--- src/shared/cifg_pkg.sv ---
// constants, register map and field layout of the core interrupt flag block
//
// Notes on behaviour
// - pin edge sets ext flag, bit 1, sticky
// - upper port change sets bit 0, sticky
// - separate peripheral enable register, bit per source
// - peripheral irqs need shared peripheral gate set
// - flags set regardless of any enable bit
// - seven peripheral enables, all reset to zero
package cifg_pkg;

	// ---------------------------------------------------------------
	// register map (byte addresses on the apb bus)
	// ---------------------------------------------------------------
	localparam logic [7:0] ADDR_CORE_CTRL  = 8'h00;
	localparam logic [7:0] ADDR_PERIPH_EN  = 8'h04;
	localparam logic [7:0] ADDR_PERIPH_FLG = 8'h08;
	localparam logic [7:0] ADDR_TIMER      = 8'h0C;

	// ---------------------------------------------------------------
	// core_interrupt_control field positions
	// ---------------------------------------------------------------
	localparam int CC_GLOBAL_GATE = 7;
	localparam int CC_PERIPH_GATE = 6;
	localparam int CC_TIMER_EN    = 5;
	localparam int CC_EXT_EN      = 4;
	localparam int CC_PORT_EN     = 3;
	localparam int CC_TIMER_FLAG  = 2;
	localparam int CC_EXT_FLAG    = 1;
	localparam int CC_PORT_FLAG   = 0;

	// core flag vector index, same order as bits 2:0
	localparam int FLAG_W         = 3;
	localparam int ENABLE_LSB     = 3;
	localparam int PORT_W         = 4;
	localparam int PERIPH_W       = 8;

	// ---------------------------------------------------------------
	// reset values and masks
	// ---------------------------------------------------------------
	localparam logic [7:0] CORE_CTRL_RST   = 8'h00;
	localparam logic [7:0] PERIPH_EN_RST   = 8'h00;
	localparam logic [7:0] TIMER_RST       = 8'h00;
	localparam logic [7:0] TIMER_MAX       = 8'hFF;
	localparam logic [7:0] TIMER_STEP      = 8'h01;
	localparam logic [7:0] PERIPH_IMPL     = 8'hF7; // bit 3 unimplemented
	localparam logic [2:0] CORE_EN_RST     = 3'h0;
	localparam logic [1:0] GATE_RST        = 2'h0;

endpackage

--- src/cifg_edge_det.sv ---
// change and rising edge detection on synchronous input pins
`timescale 1ns/100ps
module cifg_edge_det #(
	parameter int W = 1
) (
	input  wire logic         clk_i,
	input  wire logic         rst_i,
	input  wire logic [W-1:0] pin_i,
	output logic      [W-1:0] rise_o,
	output logic      [W-1:0] chg_o
);

	logic [W-1:0] prev_reg;
	logic [W-1:0] prev_next;

	// previous sample; the first edge after reset compares to low
	always_comb begin
		prev_next = pin_i;
	end

	always_ff @(posedge clk_i or posedge rst_i) begin
		if (rst_i) begin
			prev_reg <= '0;
		end else begin
			prev_reg <= prev_next;
		end
	end

	assign rise_o = pin_i & ~prev_reg;
	assign chg_o  = pin_i ^ prev_reg;

	a_change_seen: assert property (@(posedge clk_i) disable iff (rst_i)
		(pin_i != $past(pin_i)) |-> (chg_o != '0))
		else $error("pin change not reported");

endmodule

--- src/cifg_sticky.sv ---
// sticky flag cells: hardware sets, software clears, set wins
`timescale 1ns/100ps
module cifg_sticky #(
	parameter int W = 1
) (
	input  wire logic         clk_i,
	input  wire logic         rst_i,
	input  wire logic [W-1:0] set_i,
	input  wire logic [W-1:0] clr_i,
	output logic      [W-1:0] q_o
);

	logic [W-1:0] flag_reg;
	logic [W-1:0] flag_next;

	// a set in the clearing cycle survives, so no event is lost
	always_comb begin
		flag_next = (flag_reg & ~clr_i) | set_i;
	end

	always_ff @(posedge clk_i or posedge rst_i) begin
		if (rst_i) begin
			flag_reg <= '0;
		end else begin
			flag_reg <= flag_next;
		end
	end

	assign q_o = flag_reg;

	a_set_beats_clear: assert property (@(posedge clk_i) disable iff (rst_i)
		(|set_i) |=> ((flag_reg & $past(set_i)) == $past(set_i)))
		else $error("flag set event was lost");

	a_flag_holds: assert property (@(posedge clk_i) disable iff (rst_i)
		(set_i == '0 && clr_i == '0) |=> (flag_reg == $past(flag_reg)))
		else $error("flag changed without set or clear");

endmodule

--- src/cifg_top.sv ---
// core interrupt flags, enables and gating behind an apb slave
//
// The implementer's own choices: the register addresses and register access over APB.
`timescale 1ns/100ps
module cifg_top
	import cifg_pkg::*;
(
	input  wire logic                clk_i,
	input  wire logic                rst_i,
	// apb slave
	input  wire logic                psel_i,
	input  wire logic                penable_i,
	input  wire logic                pwrite_i,
	input  wire logic [7:0]          paddr_i,
	input  wire logic [31:0]         pwdata_i,
	output logic      [31:0]         prdata_o,
	output logic                     pready_o,
	output logic                     pslverr_o,
	// event sources
	input  wire logic                edge_interrupt_pin_i,
	input  wire logic [PORT_W-1:0]   upper_port_pins_i,
	input  wire logic                timer_tick_i,
	input  wire logic [PERIPH_W-1:0] periph_event_i,
	// interrupt request
	output logic                     irq_o
);

	// ---------------------------------------------------------------
	// state
	// ---------------------------------------------------------------
	logic                global_irq_gate_reg;
	logic                global_irq_gate_next;
	logic                peripheral_irq_gate_reg;
	logic                peripheral_irq_gate_next;
	logic [FLAG_W-1:0]   core_en_reg;
	logic [FLAG_W-1:0]   core_en_next;
	logic [PERIPH_W-1:0] peripheral_enable_reg;
	logic [PERIPH_W-1:0] peripheral_enable_next;
	logic [7:0]          timer_zero_count_reg;
	logic [7:0]          timer_zero_count_next;
	logic [31:0]         prdata_reg;
	logic [31:0]         prdata_next;
	logic                pready_reg;
	logic                pready_next;
	logic                pslverr_reg;
	logic                pslverr_next;
	logic                irq_reg;
	logic                irq_next;

	// ---------------------------------------------------------------
	// bus decode
	// ---------------------------------------------------------------
	logic                access;
	logic                wr_en;
	logic                hit_core;
	logic                hit_pen;
	logic                hit_pflg;
	logic                hit_timer;
	logic                mapped;
	logic [7:0]          wbyte;

	// a transfer completes at the edge where pready is already high
	assign access    = psel_i & penable_i;
	assign wr_en     = access & pready_reg & pwrite_i & mapped;
	assign hit_core  = (paddr_i == ADDR_CORE_CTRL);
	assign hit_pen   = (paddr_i == ADDR_PERIPH_EN);
	assign hit_pflg  = (paddr_i == ADDR_PERIPH_FLG);
	assign hit_timer = (paddr_i == ADDR_TIMER);
	assign mapped    = hit_core | hit_pen | hit_pflg | hit_timer;
	assign wbyte     = pwdata_i[7:0];

	// ---------------------------------------------------------------
	// event detection
	// ---------------------------------------------------------------
	logic [0:0]          ext_rise;
	logic [PORT_W-1:0]   port_chg;
	logic                timer_wrap;
	logic                timer_wr;

	cifg_edge_det #(.W(1)) u_ext_edge (
		.clk_i  (clk_i),
		.rst_i  (rst_i),
		.pin_i  (edge_interrupt_pin_i),
		.rise_o (ext_rise),
		.chg_o  ()
	);

	cifg_edge_det #(.W(PORT_W)) u_port_chg (
		.clk_i  (clk_i),
		.rst_i  (rst_i),
		.pin_i  (upper_port_pins_i),
		.rise_o (),
		.chg_o  (port_chg)
	);

	// a software write of the count wins over the tick, so no wrap then
	assign timer_wr   = wr_en & hit_timer;
	assign timer_wrap = timer_tick_i & ~timer_wr & (timer_zero_count_reg == TIMER_MAX);

	// ---------------------------------------------------------------
	// sticky flags
	// ---------------------------------------------------------------
	logic [FLAG_W-1:0]   core_flag_set;
	logic [FLAG_W-1:0]   core_flag_clr;
	logic [FLAG_W-1:0]   core_flags;
	logic [PERIPH_W-1:0] pflag_set;
	logic [PERIPH_W-1:0] pflag_clr;
	logic [PERIPH_W-1:0] pflags;

	// flags set on their event alone, whatever the enables hold
	always_comb begin
		core_flag_set                = '0;
		core_flag_set[CC_TIMER_FLAG] = timer_wrap;
		core_flag_set[CC_EXT_FLAG]   = ext_rise[0];
		core_flag_set[CC_PORT_FLAG]  = |port_chg;
		core_flag_clr                = '0;
		if (wr_en && hit_core) begin
			core_flag_clr = wbyte[FLAG_W-1:0];           // write one to clear
		end
		pflag_set = periph_event_i & PERIPH_IMPL;
		pflag_clr = '0;
		if (wr_en && hit_pflg) begin
			pflag_clr = wbyte & PERIPH_IMPL;
		end
	end

	cifg_sticky #(.W(FLAG_W)) u_core_flags (
		.clk_i (clk_i),
		.rst_i (rst_i),
		.set_i (core_flag_set),
		.clr_i (core_flag_clr),
		.q_o   (core_flags)
	);

	cifg_sticky #(.W(PERIPH_W)) u_periph_flags (
		.clk_i (clk_i),
		.rst_i (rst_i),
		.set_i (pflag_set),
		.clr_i (pflag_clr),
		.q_o   (pflags)
	);

	// ---------------------------------------------------------------
	// control registers and timer
	// ---------------------------------------------------------------
	always_comb begin
		global_irq_gate_next     = global_irq_gate_reg;
		peripheral_irq_gate_next = peripheral_irq_gate_reg;
		core_en_next             = core_en_reg;
		peripheral_enable_next   = peripheral_enable_reg;
		timer_zero_count_next    = timer_zero_count_reg;
		if (wr_en && hit_core) begin
			global_irq_gate_next     = wbyte[CC_GLOBAL_GATE];
			peripheral_irq_gate_next = wbyte[CC_PERIPH_GATE];
			core_en_next             = wbyte[ENABLE_LSB +: FLAG_W];
		end
		if (wr_en && hit_pen) begin
			peripheral_enable_next = wbyte & PERIPH_IMPL;
		end
		if (timer_wr) begin
			timer_zero_count_next = wbyte;
		end else if (timer_tick_i) begin
			timer_zero_count_next = timer_zero_count_reg + TIMER_STEP; // wraps to zero
		end
	end

	always_ff @(posedge clk_i or posedge rst_i) begin
		if (rst_i) begin
			global_irq_gate_reg     <= GATE_RST[1];
			peripheral_irq_gate_reg <= GATE_RST[0];
			core_en_reg             <= CORE_EN_RST;
			peripheral_enable_reg   <= PERIPH_EN_RST;
			timer_zero_count_reg    <= TIMER_RST;
		end else begin
			global_irq_gate_reg     <= global_irq_gate_next;
			peripheral_irq_gate_reg <= peripheral_irq_gate_next;
			core_en_reg             <= core_en_next;
			peripheral_enable_reg   <= peripheral_enable_next;
			timer_zero_count_reg    <= timer_zero_count_next;
		end
	end

	// ---------------------------------------------------------------
	// apb answer and read mux
	// ---------------------------------------------------------------
	logic [7:0] core_view;

	assign core_view = {global_irq_gate_reg, peripheral_irq_gate_reg, core_en_reg, core_flags};

	// one wait state: pready rises in the second access cycle
	always_comb begin
		pready_next  = access & ~pready_reg;
		pslverr_next = access & ~pready_reg & ~mapped;
		prdata_next  = '0;
		if (access && !pready_reg && !pwrite_i) begin
			unique case (1'b1)
				hit_core:  prdata_next[7:0] = core_view;
				hit_pen:   prdata_next[7:0] = peripheral_enable_reg;
				hit_pflg:  prdata_next[7:0] = pflags;
				hit_timer: prdata_next[7:0] = timer_zero_count_reg;
				default:   prdata_next      = '0; // unmapped reads zero
			endcase
		end
	end

	// ---------------------------------------------------------------
	// interrupt gating
	// ---------------------------------------------------------------
	logic core_pending;
	logic periph_pending;

	// peripheral sources pass only through the shared peripheral gate
	assign core_pending   = |(core_en_reg & core_flags);
	assign periph_pending = peripheral_irq_gate_reg & |(peripheral_enable_reg & pflags);

	always_comb begin
		irq_next = global_irq_gate_reg & (core_pending | periph_pending);
	end

	always_ff @(posedge clk_i or posedge rst_i) begin
		if (rst_i) begin
			prdata_reg  <= '0;
			pready_reg  <= 1'b0;
			pslverr_reg <= 1'b0;
			irq_reg     <= 1'b0;
		end else begin
			prdata_reg  <= prdata_next;
			pready_reg  <= pready_next;
			pslverr_reg <= pslverr_next;
			irq_reg     <= irq_next;
		end
	end

	assign prdata_o  = prdata_reg;
	assign pready_o  = pready_reg;
	assign pslverr_o = pslverr_reg;
	assign irq_o     = irq_reg;

	// ---------------------------------------------------------------
	// assertions
	// ---------------------------------------------------------------
	a_ext_flag_set: assert property (@(posedge clk_i) disable iff (rst_i)
		(edge_interrupt_pin_i && !$past(edge_interrupt_pin_i)) |=> core_view[CC_EXT_FLAG])
		else $error("pin edge did not set ext flag");

	a_port_flag_set: assert property (@(posedge clk_i) disable iff (rst_i)
		(upper_port_pins_i != $past(upper_port_pins_i)) |=> core_view[CC_PORT_FLAG])
		else $error("port change did not set port flag");

	a_pen_unimpl_zero: assert property (@(posedge clk_i) disable iff (rst_i)
		(wr_en && hit_pen) |=> (peripheral_enable_reg == ($past(wbyte) & PERIPH_IMPL)))
		else $error("peripheral enable write not stored");

	a_periph_gate: assert property (@(posedge clk_i) disable iff (rst_i)
		(!peripheral_irq_gate_reg && !core_pending) |=> !irq_o)
		else $error("peripheral irq passed closed gate");

	a_timer_wrap_flag: assert property (@(posedge clk_i) disable iff (rst_i)
		(timer_tick_i && !timer_wr && timer_zero_count_reg == TIMER_MAX)
		|=> (core_flags[CC_TIMER_FLAG] && timer_zero_count_reg == TIMER_RST))
		else $error("timer wrap missed");

	a_flag_no_enable: assert property (@(posedge clk_i) disable iff (rst_i)
		(periph_event_i[0] && peripheral_enable_reg[0] == 1'b0) |=> pflags[0])
		else $error("flag blocked by disabled enable");

	a_enables_reset: assert property (@(posedge clk_i)
		$fell(rst_i) |-> (peripheral_enable_reg == PERIPH_EN_RST))
		else $error("peripheral enables not zero after reset");

	a_apb_wait: assert property (@(posedge clk_i) disable iff (rst_i)
		(psel_i && !penable_i) ##1 (psel_i && penable_i) |-> !pready_o ##1 pready_o)
		else $error("apb answer timing wrong");

	// the answer lasts one cycle, so a held select cannot complete in two cycles running
	a_ready_one_cycle: assert property (@(posedge clk_i) disable iff (rst_i)
		pready_o |=> !pready_o)
		else $error("pready held longer than one cycle");

	a_err_with_ready: assert property (@(posedge clk_i) disable iff (rst_i)
		pslverr_o |-> pready_o)
		else $error("error response without pready");

	// read data is zero outside the answer cycle, so a late sample sees nothing stale
	a_rdata_idle_zero: assert property (@(posedge clk_i) disable iff (rst_i)
		!pready_o |-> (prdata_o == 32'h0))
		else $error("read data not zero outside answer");

	// gating paths: the global gate blocks all, every open path must reach irq
	a_global_gate_off: assert property (@(posedge clk_i) disable iff (rst_i)
		!global_irq_gate_reg |=> !irq_o)
		else $error("irq raised with global gate closed");

	a_core_irq_path: assert property (@(posedge clk_i) disable iff (rst_i)
		(global_irq_gate_reg && core_pending) |=> irq_o)
		else $error("enabled core flag did not raise irq");

	a_periph_irq_path: assert property (@(posedge clk_i) disable iff (rst_i)
		(global_irq_gate_reg && peripheral_irq_gate_reg
			&& (peripheral_enable_reg & pflags) != 8'h00) |=> irq_o)
		else $error("enabled peripheral flag did not raise irq");

	a_ext_flag_clear: assert property (@(posedge clk_i) disable iff (rst_i)
		(wr_en && hit_core && wbyte[CC_EXT_FLAG] && !core_flag_set[CC_EXT_FLAG])
		|=> !core_flags[CC_EXT_FLAG])
		else $error("ext flag not cleared by write one");

endmodule

--- config.mk ---
export PLATFORM = sky130hd
export DESIGN_NAME = cifg_top
export DESIGN_NICKNAME = d
export VERILOG_FILES = /design/src/shared/cifg_pkg.sv /design/src/cifg_edge_det.sv /design/src/cifg_sticky.sv /design/src/cifg_top.sv
export SDC_FILE = /design/constraint.sdc
export NUM_CORES = 1
export LEC_CHECK = 0
export BUFFER_PORTS_ARGS = -buffer_cell sky130_fd_sc_hd__buf_2
export CAP_MARGIN = 0
export CORE_MARGIN = 2
export CORE_UTILIZATION = 40
export CTS_CLUSTER_DIAMETER = 150
export DETAILED_ROUTE_END_ITERATION = 16
export HOLD_SLACK_MARGIN = 0.12
export PLACE_DENSITY_LB_ADDON = 0.12
export SLEW_MARGIN = 15
export SYNTH_ARGS = -nofsm -noshare
export SYNTH_HDL_FRONTEND = slang
export SYNTH_SLANG_ARGS = --single-unit
--- constraint.sdc ---
create_clock -name clk_i -period 2.54 [get_ports clk_i]
set_clock_uncertainty 0.05 [all_clocks]
set_input_delay 0.508 -clock clk_i [delete_from_list [all_inputs] [get_ports clk_i]]
set_output_delay 0.508 -clock clk_i [all_outputs]
set_load 0.01 [all_outputs]
# == Yosys cells after proc, flatten, opt, wreduce, memory -nomap -nowiden ==
# Cells that the tools add are included.
# totals
elab_cells,65
regBits,71
# classes
n_bitwise,29
addsub,1
n_reduce_logical,12
n_mux,6
n_eq_ne,4
# op_table
operator,count
two-way mux 8 bit,4
one-hot mux 8 bit (4 select lines),1
AND 8 bit,2
"== test 8 x 4 -> 1 bit, second input constant",2
AND 1 bit,12
"adder 8 x 1 -> 8 bit, second input constant",1
"== test 8 x 3 -> 1 bit, second input constant",1
"== test 8 bit, second input constant",1
logical NOT 8 bit,1
NOT 8 bit,1
bitwise OR 8 bit,1
OR reduction 8 bit,1
AND 3 bit,2
logical AND 1 bit,5
NOT 1 bit,4
bitwise OR 1 bit,4
OR reduction 4 bit,1
XOR 4 bit,1
two-way mux 3 bit,1
NOT 3 bit,1
bitwise OR 3 bit,1
OR reduction 3 bit,1
logical NOT 1 bit,2
nonzero test 2 bit,1

# == Logic depth before layout (Yosys ltp) ==
# Gate-level depths: netlist of the first run.
# logic_depth
word_depth,10
depth_mapped,6
depth_no_buf,5

# == Hierarchy ==
# A second synthesis of the first run with hierarchy kept.
# unflattened
cells_unflattened,217
area_unflattened_um2,2429.8
# modules_own_cells
module,cells_per_inst,area_each_um2,n_inst,seq_area_each_um2
cifg_top,160,1790.5,1,775.7
cifg_sticky (u_periph_flags),25,294.0,1,200.2
cifg_edge_det (u_port_chg),17,183.9,1,100.1
cifg_sticky (u_core_flags),10,112.6,1,75.1
cifg_edge_det (u_ext_edge),5,48.8,1,25.0

# == Worst setup path after synthesis of the first run ==
# OpenSTA, ideal clock, no wires.
# synth_timing
path_kind,input to register
startpoint,input port paddr_i[5]
endpoint,register peripheral_enable_reg[0]
arrival_ns,2.188
path_buffers,1
path_slack_ns,0.177
cell_stages,5
cell_sequence,or4_4 -> or2_1 -> or4_4 -> buf_6 -> mux2_4
# synth_between
elab_chain_len,6
word_cells_on_any_way,9
# synth_lines
item,line,source
start: declaration,cifg_top.sv:14,"input wire logic [7:0] paddr_i,"
== test 8 x 3 -> 1 bit or logical NOT 8 bit (tied branches),"cifg_top.sv:66, cifg_top.sv:65",
bitwise OR 1 bit (3 in series),cifg_top.sv:69,assign mapped = hit_core | hit_pen | hit_pflg | hit_timer;
AND 1 bit,cifg_top.sv:64,assign wr_en = access & pready_reg & pwrite_i & mapped;
logical AND 1 bit (*),cifg_top.sv:157,if (wr_en && hit_pen) begin
end signal: assignment,cifg_top.sv:178,peripheral_enable_reg <= peripheral_enable_next;
end: declaration,cifg_top.sv:37,logic [PERIPH_W-1:0] peripheral_enable_reg;
# Mark *: on every way between the ends. The rest lies on a longest branch, timed or not.
# A chain may end at the register's enable or synchronous reset.

# == Final worst setup path of the first run ==
# Same ends and word-level chain as after synthesis.

==> results by group, run 1 <==
Status
  • Status: completed

GRT
  • Vias in the first global route: approximately 1300
  • First-pass GRT wire length: around 7300 µm
  • Met2 Usage GRT: a little under a quarter
  • Pin count of the biggest net entering global routing: 25
  • Met3 GRT Util: ~3.4%
  • Overall Global Routing Usage: between 10% and 20%
  • Met1 Usage GRT: approximately 22%
  • Grt peak-use layer: met2
  • Initial antenna violation count: 0
  • Overflow after GRT: 0

Clock tree
  • Hold_buf cts: 0
  • Worst-path clk slew: ~0.08 ns
  • Skew-Pair Late Insertion Delay: 0.29 ns
  • # resized after CTS: 0
  • Post-CTS Setup Bufs: 0
  • # clock sinks: between 40 and 50
  • H-tree lvl count: 2
  • CTS tree: yes
  • TritonCTS Buffers: 5
  • CTS root buffer: clkbuf_8
  • CTS Buffer Depth: 2

Yosys
  • EDFF count, synth: 0
  • Unique cell type count in the Yosys netlist: 35
  • Mapped Area: approximately 2300 µm²
  • Synth Flop Type: dfrtp_1
  • Sequential element share of the synthesized area: between 50 and 60%
  • Synth warn: 0
  • Synth Instances: ~190
  • Async set or reset register ratio after synthesis: 100%
  • Avg Cell Area, Syn: 11.9 µm²
  • Post-synthesis register bit count: 46

Drt
  • Residual DRC: 0
  • Routed wire length: roughly 4600 µm
  • DR pass1 iterations: 4
  • DRT iter0 DRCs: approximately 110
  • Post-route ant nets: 0
  • Via count of the routed design: between 1500 and 2000
  • Avg WL per Cell: between 10 and 15 µm
  • Drt via density: ~4.8

Layout
  • Register area: around 1200 µm²
  • Area of the multi-input gates: around 980 µm²
  • Ant. Diodes: 0
  • Fillcell total: 540
  • Nets: 302
  • P&R area growth vs syn: 14.3%
  • Layout cells sized above 1: roughly a third

STA
  • Final Hold Vio Count: 0
  • Min Tclk post-route: ~2.2 ns
  • Final worst-path cycle share: 86.7%
  • Final setup fails: 0
  • Final Max Slew Viols: 0
  • Setup TNS: 0 ns
  • Slew @ Worst Pin: just over 0.8 ns
  • Maximum clock frequency: 454 MHz
  • RSZ-0062 raised after global routing: no
  • Setup ws final: roughly 0.34 ns
  • Relative slew slack: between 40% and 50%

Setup path
  • Critical Path Sink Type: flop
  • WP data required: 2.67 ns
  • Critical path arrival: ~2.3 ns
  • Critical path class: in2reg
  • Critical Path Source Type: primary input
  • Reg2Reg Depth: 5
  • CP max FO: 7

Floorplanning
  • Initial core utilization: between 40% and 50%
  • Die Ht: 79.5 µm
  • Rows: 27
  • # IOs: 94
  • Core Area: approximately 5500 µm²
  • Die area: approximately 6300 µm²
  • Die X: 79.5 µm

Flow run
  • Max cap viols: 0

Place
  • Port-buffer cells: 44
  • Post-DP HPWL: about 3400 µm
  • Placement Setup Slack: around 0.031 ns
  • GPL Wtd Cong: 0.773

Pwr
  • Leak pwr: about 1.2 nW
  • Total power: roughly 0.0016 W
  • Cell Pwr Density: a little over 600 nW/µm²
  • Maximum VDD drop: between 0.3 and 0.4 mV

Min path
  • Hold WC Path Type: in2async
cell usage after synthesis, types with 2 or more instances:
library cell / number / area (µm²)
nor2b_1: 7 / 43.8
nor2_1: 12 / 45.0
dfrtp_1: 46 / 1150
a21o_1: 8 / 60.1
inv_1: 4 / 15.0
clkbuf_1: 5 / 18.8
or4_1: 2 / 15.0
buf_4: 24 / 180
mux2_4: 7 / 105
a21boi_0: 2 / 15.0
a22oi_1: 2 / 15.0
mux2_2: 5 / 56.3
nand3_1: 4 / 20.0
nand4_1: 4 / 25.0
mux4_2: 7 / 158
a222oi_1: 2 / 20.0
a21oi_1: 9 / 45.0
xnor2_1: 8 / 70.1
or4_4: 2 / 22.5
xor2_1: 3 / 26.3
nand2_1: 15 / 56.3
worst max-delay path: stages:
cell and delay (ns):
buf_2 0.09, or4_4 0.53, or2_1 0.25, or4_4 0.61, mux2_4 0.33
per-layer routing:
layer,vias to the layer above,share of wire [%]
met3,5,4.1
met5,-,0
met4,0,1.1
met1,730,48
met2,45,47
li1,721,-
path summary, 6_finish.rpt:
kind                            slack, ns             startpoint                       end
worst min register to register       0.47  u_periph_flags.q_o[0]     u_periph_flags.q_o[0]
min in group clk_i                   0.29   upper_port_pins_i[3]    u_port_chg.prev_reg[3]
worst max register to register       0.76               pready_o   timer_zero_count_reg[0]
worst min-delay path                 0.21                  rst_i    u_port_chg.prev_reg[3]
worst max-delay path                 0.34             paddr_i[5]  peripheral_enable_reg[0]
max in group asynchronous            1.60                  rst_i     u_periph_flags.q_o[0]
power by group:
group          internal, W  leakage (nW)  total [W]  switching (W)
logic             0.000127         0.612   0.000249       0.000121
registers         0.000793         0.571   0.000870      0.0000778
clock network     0.000220        0.0482   0.000453       0.000233
total              0.00114          1.23    0.00157       0.000432
stage by stage:
| step | hold slack [ns] | cells | area [µm²] | util (%) |
|---|---|---|---|---|
| 5_1_grt | 0.248 | 315 | 2600 | 47.3 |
| 6_report | 0.213 | 315 | 2600 | 47.3 |
| 2_1_floorplan | 0.415 | 215 | 2360 | - |
| 3_3_place_gp | 0.451 | 307 | 2510 | 45.6 |
| 4_1_cts | 0.233 | 315 | 2600 | 47.3 |
| 3_5_place_dp | 0.453 | 307 | 2510 | 45.6 |
cell usage in the layout (no fill, tap or decap), drive strengths merged:
master,Yosys,routed
buf,26,51
dfrtp,46,46
conb,1,24
nand2,15,15
nor2,12,12
mux2,12,12
a21oi,9,9
xnor2,8,8
a21o,8,8
mux4,7,7
nor2b,7,7
clkbuf,5,7
nand4,4,4
nand3,4,4
or4,4,4
inv,4,3
xor2,3,3
a222oi,2,2
a22oi,2,2
a21boi,2,2
or2,2,2
clkinv,0,2
nor4b,1,1
a22o,1,1
nand4b,1,1
nor4,1,1
and2,1,1
a41o,1,1
mux2i,1,1
nor3,1,1
ha,1,1
final cells by class:
class                      instances  share of cell area, %
clock buffer                       7                   3.32
clock inverter                     1                  0.192
inverter                           4                  0.577
multi-input combinational        134                   37.8
sequential                        46                   44.2
tap                               72                   3.46
timing repair buffer              51                   10.5
kinds of logic after synthesis:
kind of cell,count (synthesis),share of synthesized area [%]
AND/OR/NAND/NOR,53,12.4
adder cells (fa/ha/maj),1,0.549
buffers and inverters,35,10.1
multiplexers,20,14.5
other,1,0.165
XOR/XNOR,11,4.23
flip-flops,46,50.5
AO/OA/AOI/OAI,25,7.64
Power figures use the tool's default switching activity.
==> inputs of run 2 (changes only) <==
Settings changed: CORE_MARGIN 2 to not set.
==> run 2 against run 1 <==
Net effect: final cell count unchanged; worst hold slack lost 0.078 ns; total power shrank 0.70%; setup slack gained 0.011 ns; flip-flop and latch count did not move; wire length down 2.8%; design area fell by 0.19%; maximum frequency is 0.50% higher; combinational power hardly changed; largest power group unchanged.
==> results by group, run 2 (synthesis results as in run 1) <==
Place
  • Port-buffer cells: 44 (unchanged)
  • GPL Wtd Cong: 0.780 (+0.85%)
  • Placed cell count: 307 (unchanged)
  • Post-DP HPWL: 3330 µm (-2.8%)

Clock tree
  • Worst-path clk slew: 0.08 ns (about the same)
  • Skew-Pair Late Insertion Delay: 0.30 ns (about the same)
  • # clock sinks: 46 (unchanged)
  • Post-CTS Setup Bufs: 0 (unchanged)
  • H-tree lvl count: 2 (unchanged)
  • CTS tree: yes
  • CTS root buffer: clkbuf_8
  • # resized after CTS: 0 (unchanged)
  • Hold_buf cts: 0 (unchanged)
  • CTS Buffer Depth: 2 (unchanged)
  • TritonCTS Buffers: 5 (unchanged)

Layout
  • P&R area growth vs syn: 14.1%
  • Layout cells sized above 1: 33.3% (unchanged)
  • Nets: 302 (unchanged)
  • Layout Cells excl Fill: 315 (unchanged)
  • Ant. Diodes: 0 (unchanged)
  • Final core occ: 47.2% (-0.091 points)
  • Most frequent cells in the layout: 46 x dfrtp_1, 44 x buf_2, 24 x conb_1, 15 x nand2_1, 12 x nor2_1
  • Leading cell type in the layout, fill and taps excluded: dfrtp_1

Flow run
  • Max cap viols: 0 (unchanged)

STA
  • Final Hold Vio Count: 0 (unchanged)
  • Maximum clock frequency: 456 MHz (+0.50%)
  • Setup TNS: 0 ns (unchanged)
  • Slew @ Worst Pin: 0.577 ns (-0.242 ns)
  • Min Tclk post-route: 2.19 ns (-0.0110 ns)
  • Final Max Slew Viols: 0 (unchanged)
  • Final setup fails: 0 (unchanged)
  • Relative slew slack: 61.3% (+16 points)
  • RSZ-0062 raised after global routing: no
  • Final worst-path cycle share: 86.3% (-0.43 points)

GRT
  • Pin count of the biggest net entering global routing: 19 (-24%)
  • Overflow after GRT: 0 (unchanged)
  • Initial antenna violation count: 0 (unchanged)
  • Overall Global Routing Usage: 16.1% (+0.55 points)
  • First-pass GRT wire length: 7300 µm (+0.39%)
  • Vias in the first global route: 1426 (+6.3%)

Drt
  • Routed wire length: 4430 µm (-2.8%)
  • Drt via density: 4.75 (-0.40%)
  • Avg WL per Cell: 14.1 µm (-2.8%)
  • Post-route ant nets: 0 (unchanged)
  • DR pass1 iterations: 4 (unchanged)
  • Via count of the routed design: 1495 (-0.40%)
  • Residual DRC: 0 (unchanged)
  • DRT iter0 DRCs: 89 (-17%)

Status
  • Status: completed

Pwr
  • Leak pwr: 1.23 nW (-0.25%)
  • Cell Pwr Density: 601 nW/µm² (-0.51%)
  • Maximum VDD drop: 0.337 mV (-1.9%)

Setup path
  • Critical path class: in2reg
  • Critical Path Source Type: primary input
  • Critical Path Sink Type: flop
  • Critical path arrival: 2.32 ns (about the same)
  • Worst Setup EP: peripheral_enable_reg[0]
  • WP data required: 2.67 ns (about the same)
  • Reg2Reg Depth: 5 (unchanged)
  • Worst setup path start: paddr_i[5]
  • Launch point of the worst reg-to-reg path: pready_o
  • R2r setup slk: 0.81 ns (+0.05 ns)
  • CP max FO: 7 (unchanged)
  • Worst reg2reg path endpoint: timer_zero_count_reg[1]

Floorplanning
  • Die X: 77.5 µm (-2.5%)
  • Die Ht: 77.5 µm (-2.5%)
  • # IOs: 94 (unchanged)
  • Die area: 6000 µm² (-5.0%)
  • Core Area: 5510 µm² (unchanged)
  • Rows: 27 (unchanged)
  • Initial core utilization: 41.4% (unchanged)

Min path
  • Hold WC Path Type: in2async
run 2: changes by cell type in the layout (fill, tap and decap cells not counted), sizes merged:
cell,delta
clkbuf,-1
clkinv,+1
run 2: cell type report:
class                   count  area (µm²)
fillers                   548        2910
flip-flops and latches     46        1150
repair buffers             51         273
clock buffers               6        72.6
clock inverters             2        13.8
inverters                   4        15.0
well taps                  72        90.1
multi-input cells         134         983
run 2: how the worst min path moves through the flow:
stage / start / end / slack, ns / cells after the start
2_1_floorplan: u_periph_flags.q_o[5] / u_periph_flags.q_o[5] / 0.41 / 1
3_3_place_gp: u_periph_flags.q_o[2] / u_periph_flags.q_o[2] / 0.45 / 1
3_5_place_dp: pready_o / pready_o / 0.46 / 1
4_1_cts: rst_i / timer_zero_count_reg[7] / 0.15 / 2
5_1_grt: rst_i / timer_zero_count_reg[7] / 0.17 / 2
6_report: rst_i / prdata_o[0] / 0.14 / 2
run 2: routing by layer:
layer	track usage, %	up-vias	routed length (µm)
li1	-	720	-
met1	23.1	722	2160
met2	23.6	46	2010
met3	3.53	7	200
met4	6.04	0	65
met5	0	-	0
run 2: power breakdown:
group	leakage (nW)	switching, W	internal, W	total [W]
combinational	0.612	0.000123	0.000128	0.000251
sequential	0.571	0.0000736	0.000793	0.000866
clock	0.0452	0.000249	0.000195	0.000444
total	1.23	0.000446	0.00111	0.00156
run 2: metrics by stage:
step	cell area, µm²	setup WS (ns)	hold slack, ns	power (W)
global route	2600	0.339	0.170	0.00165
detailed placement	2510	0.0348	0.458	0.00113
floorplan	2360	0.177	0.415	0.00107
global placement	2510	0.0520	0.451	0.00113
finish	2600	0.349	0.135	0.00156
CTS	2600	0.354	0.154	0.00157
run 2: worst max-delay path, stage by stage:
cell    delay [ns]
buf_2         0.09
or4_4         0.52
or2_1         0.25
or4_4         0.61
mux2_4        0.33
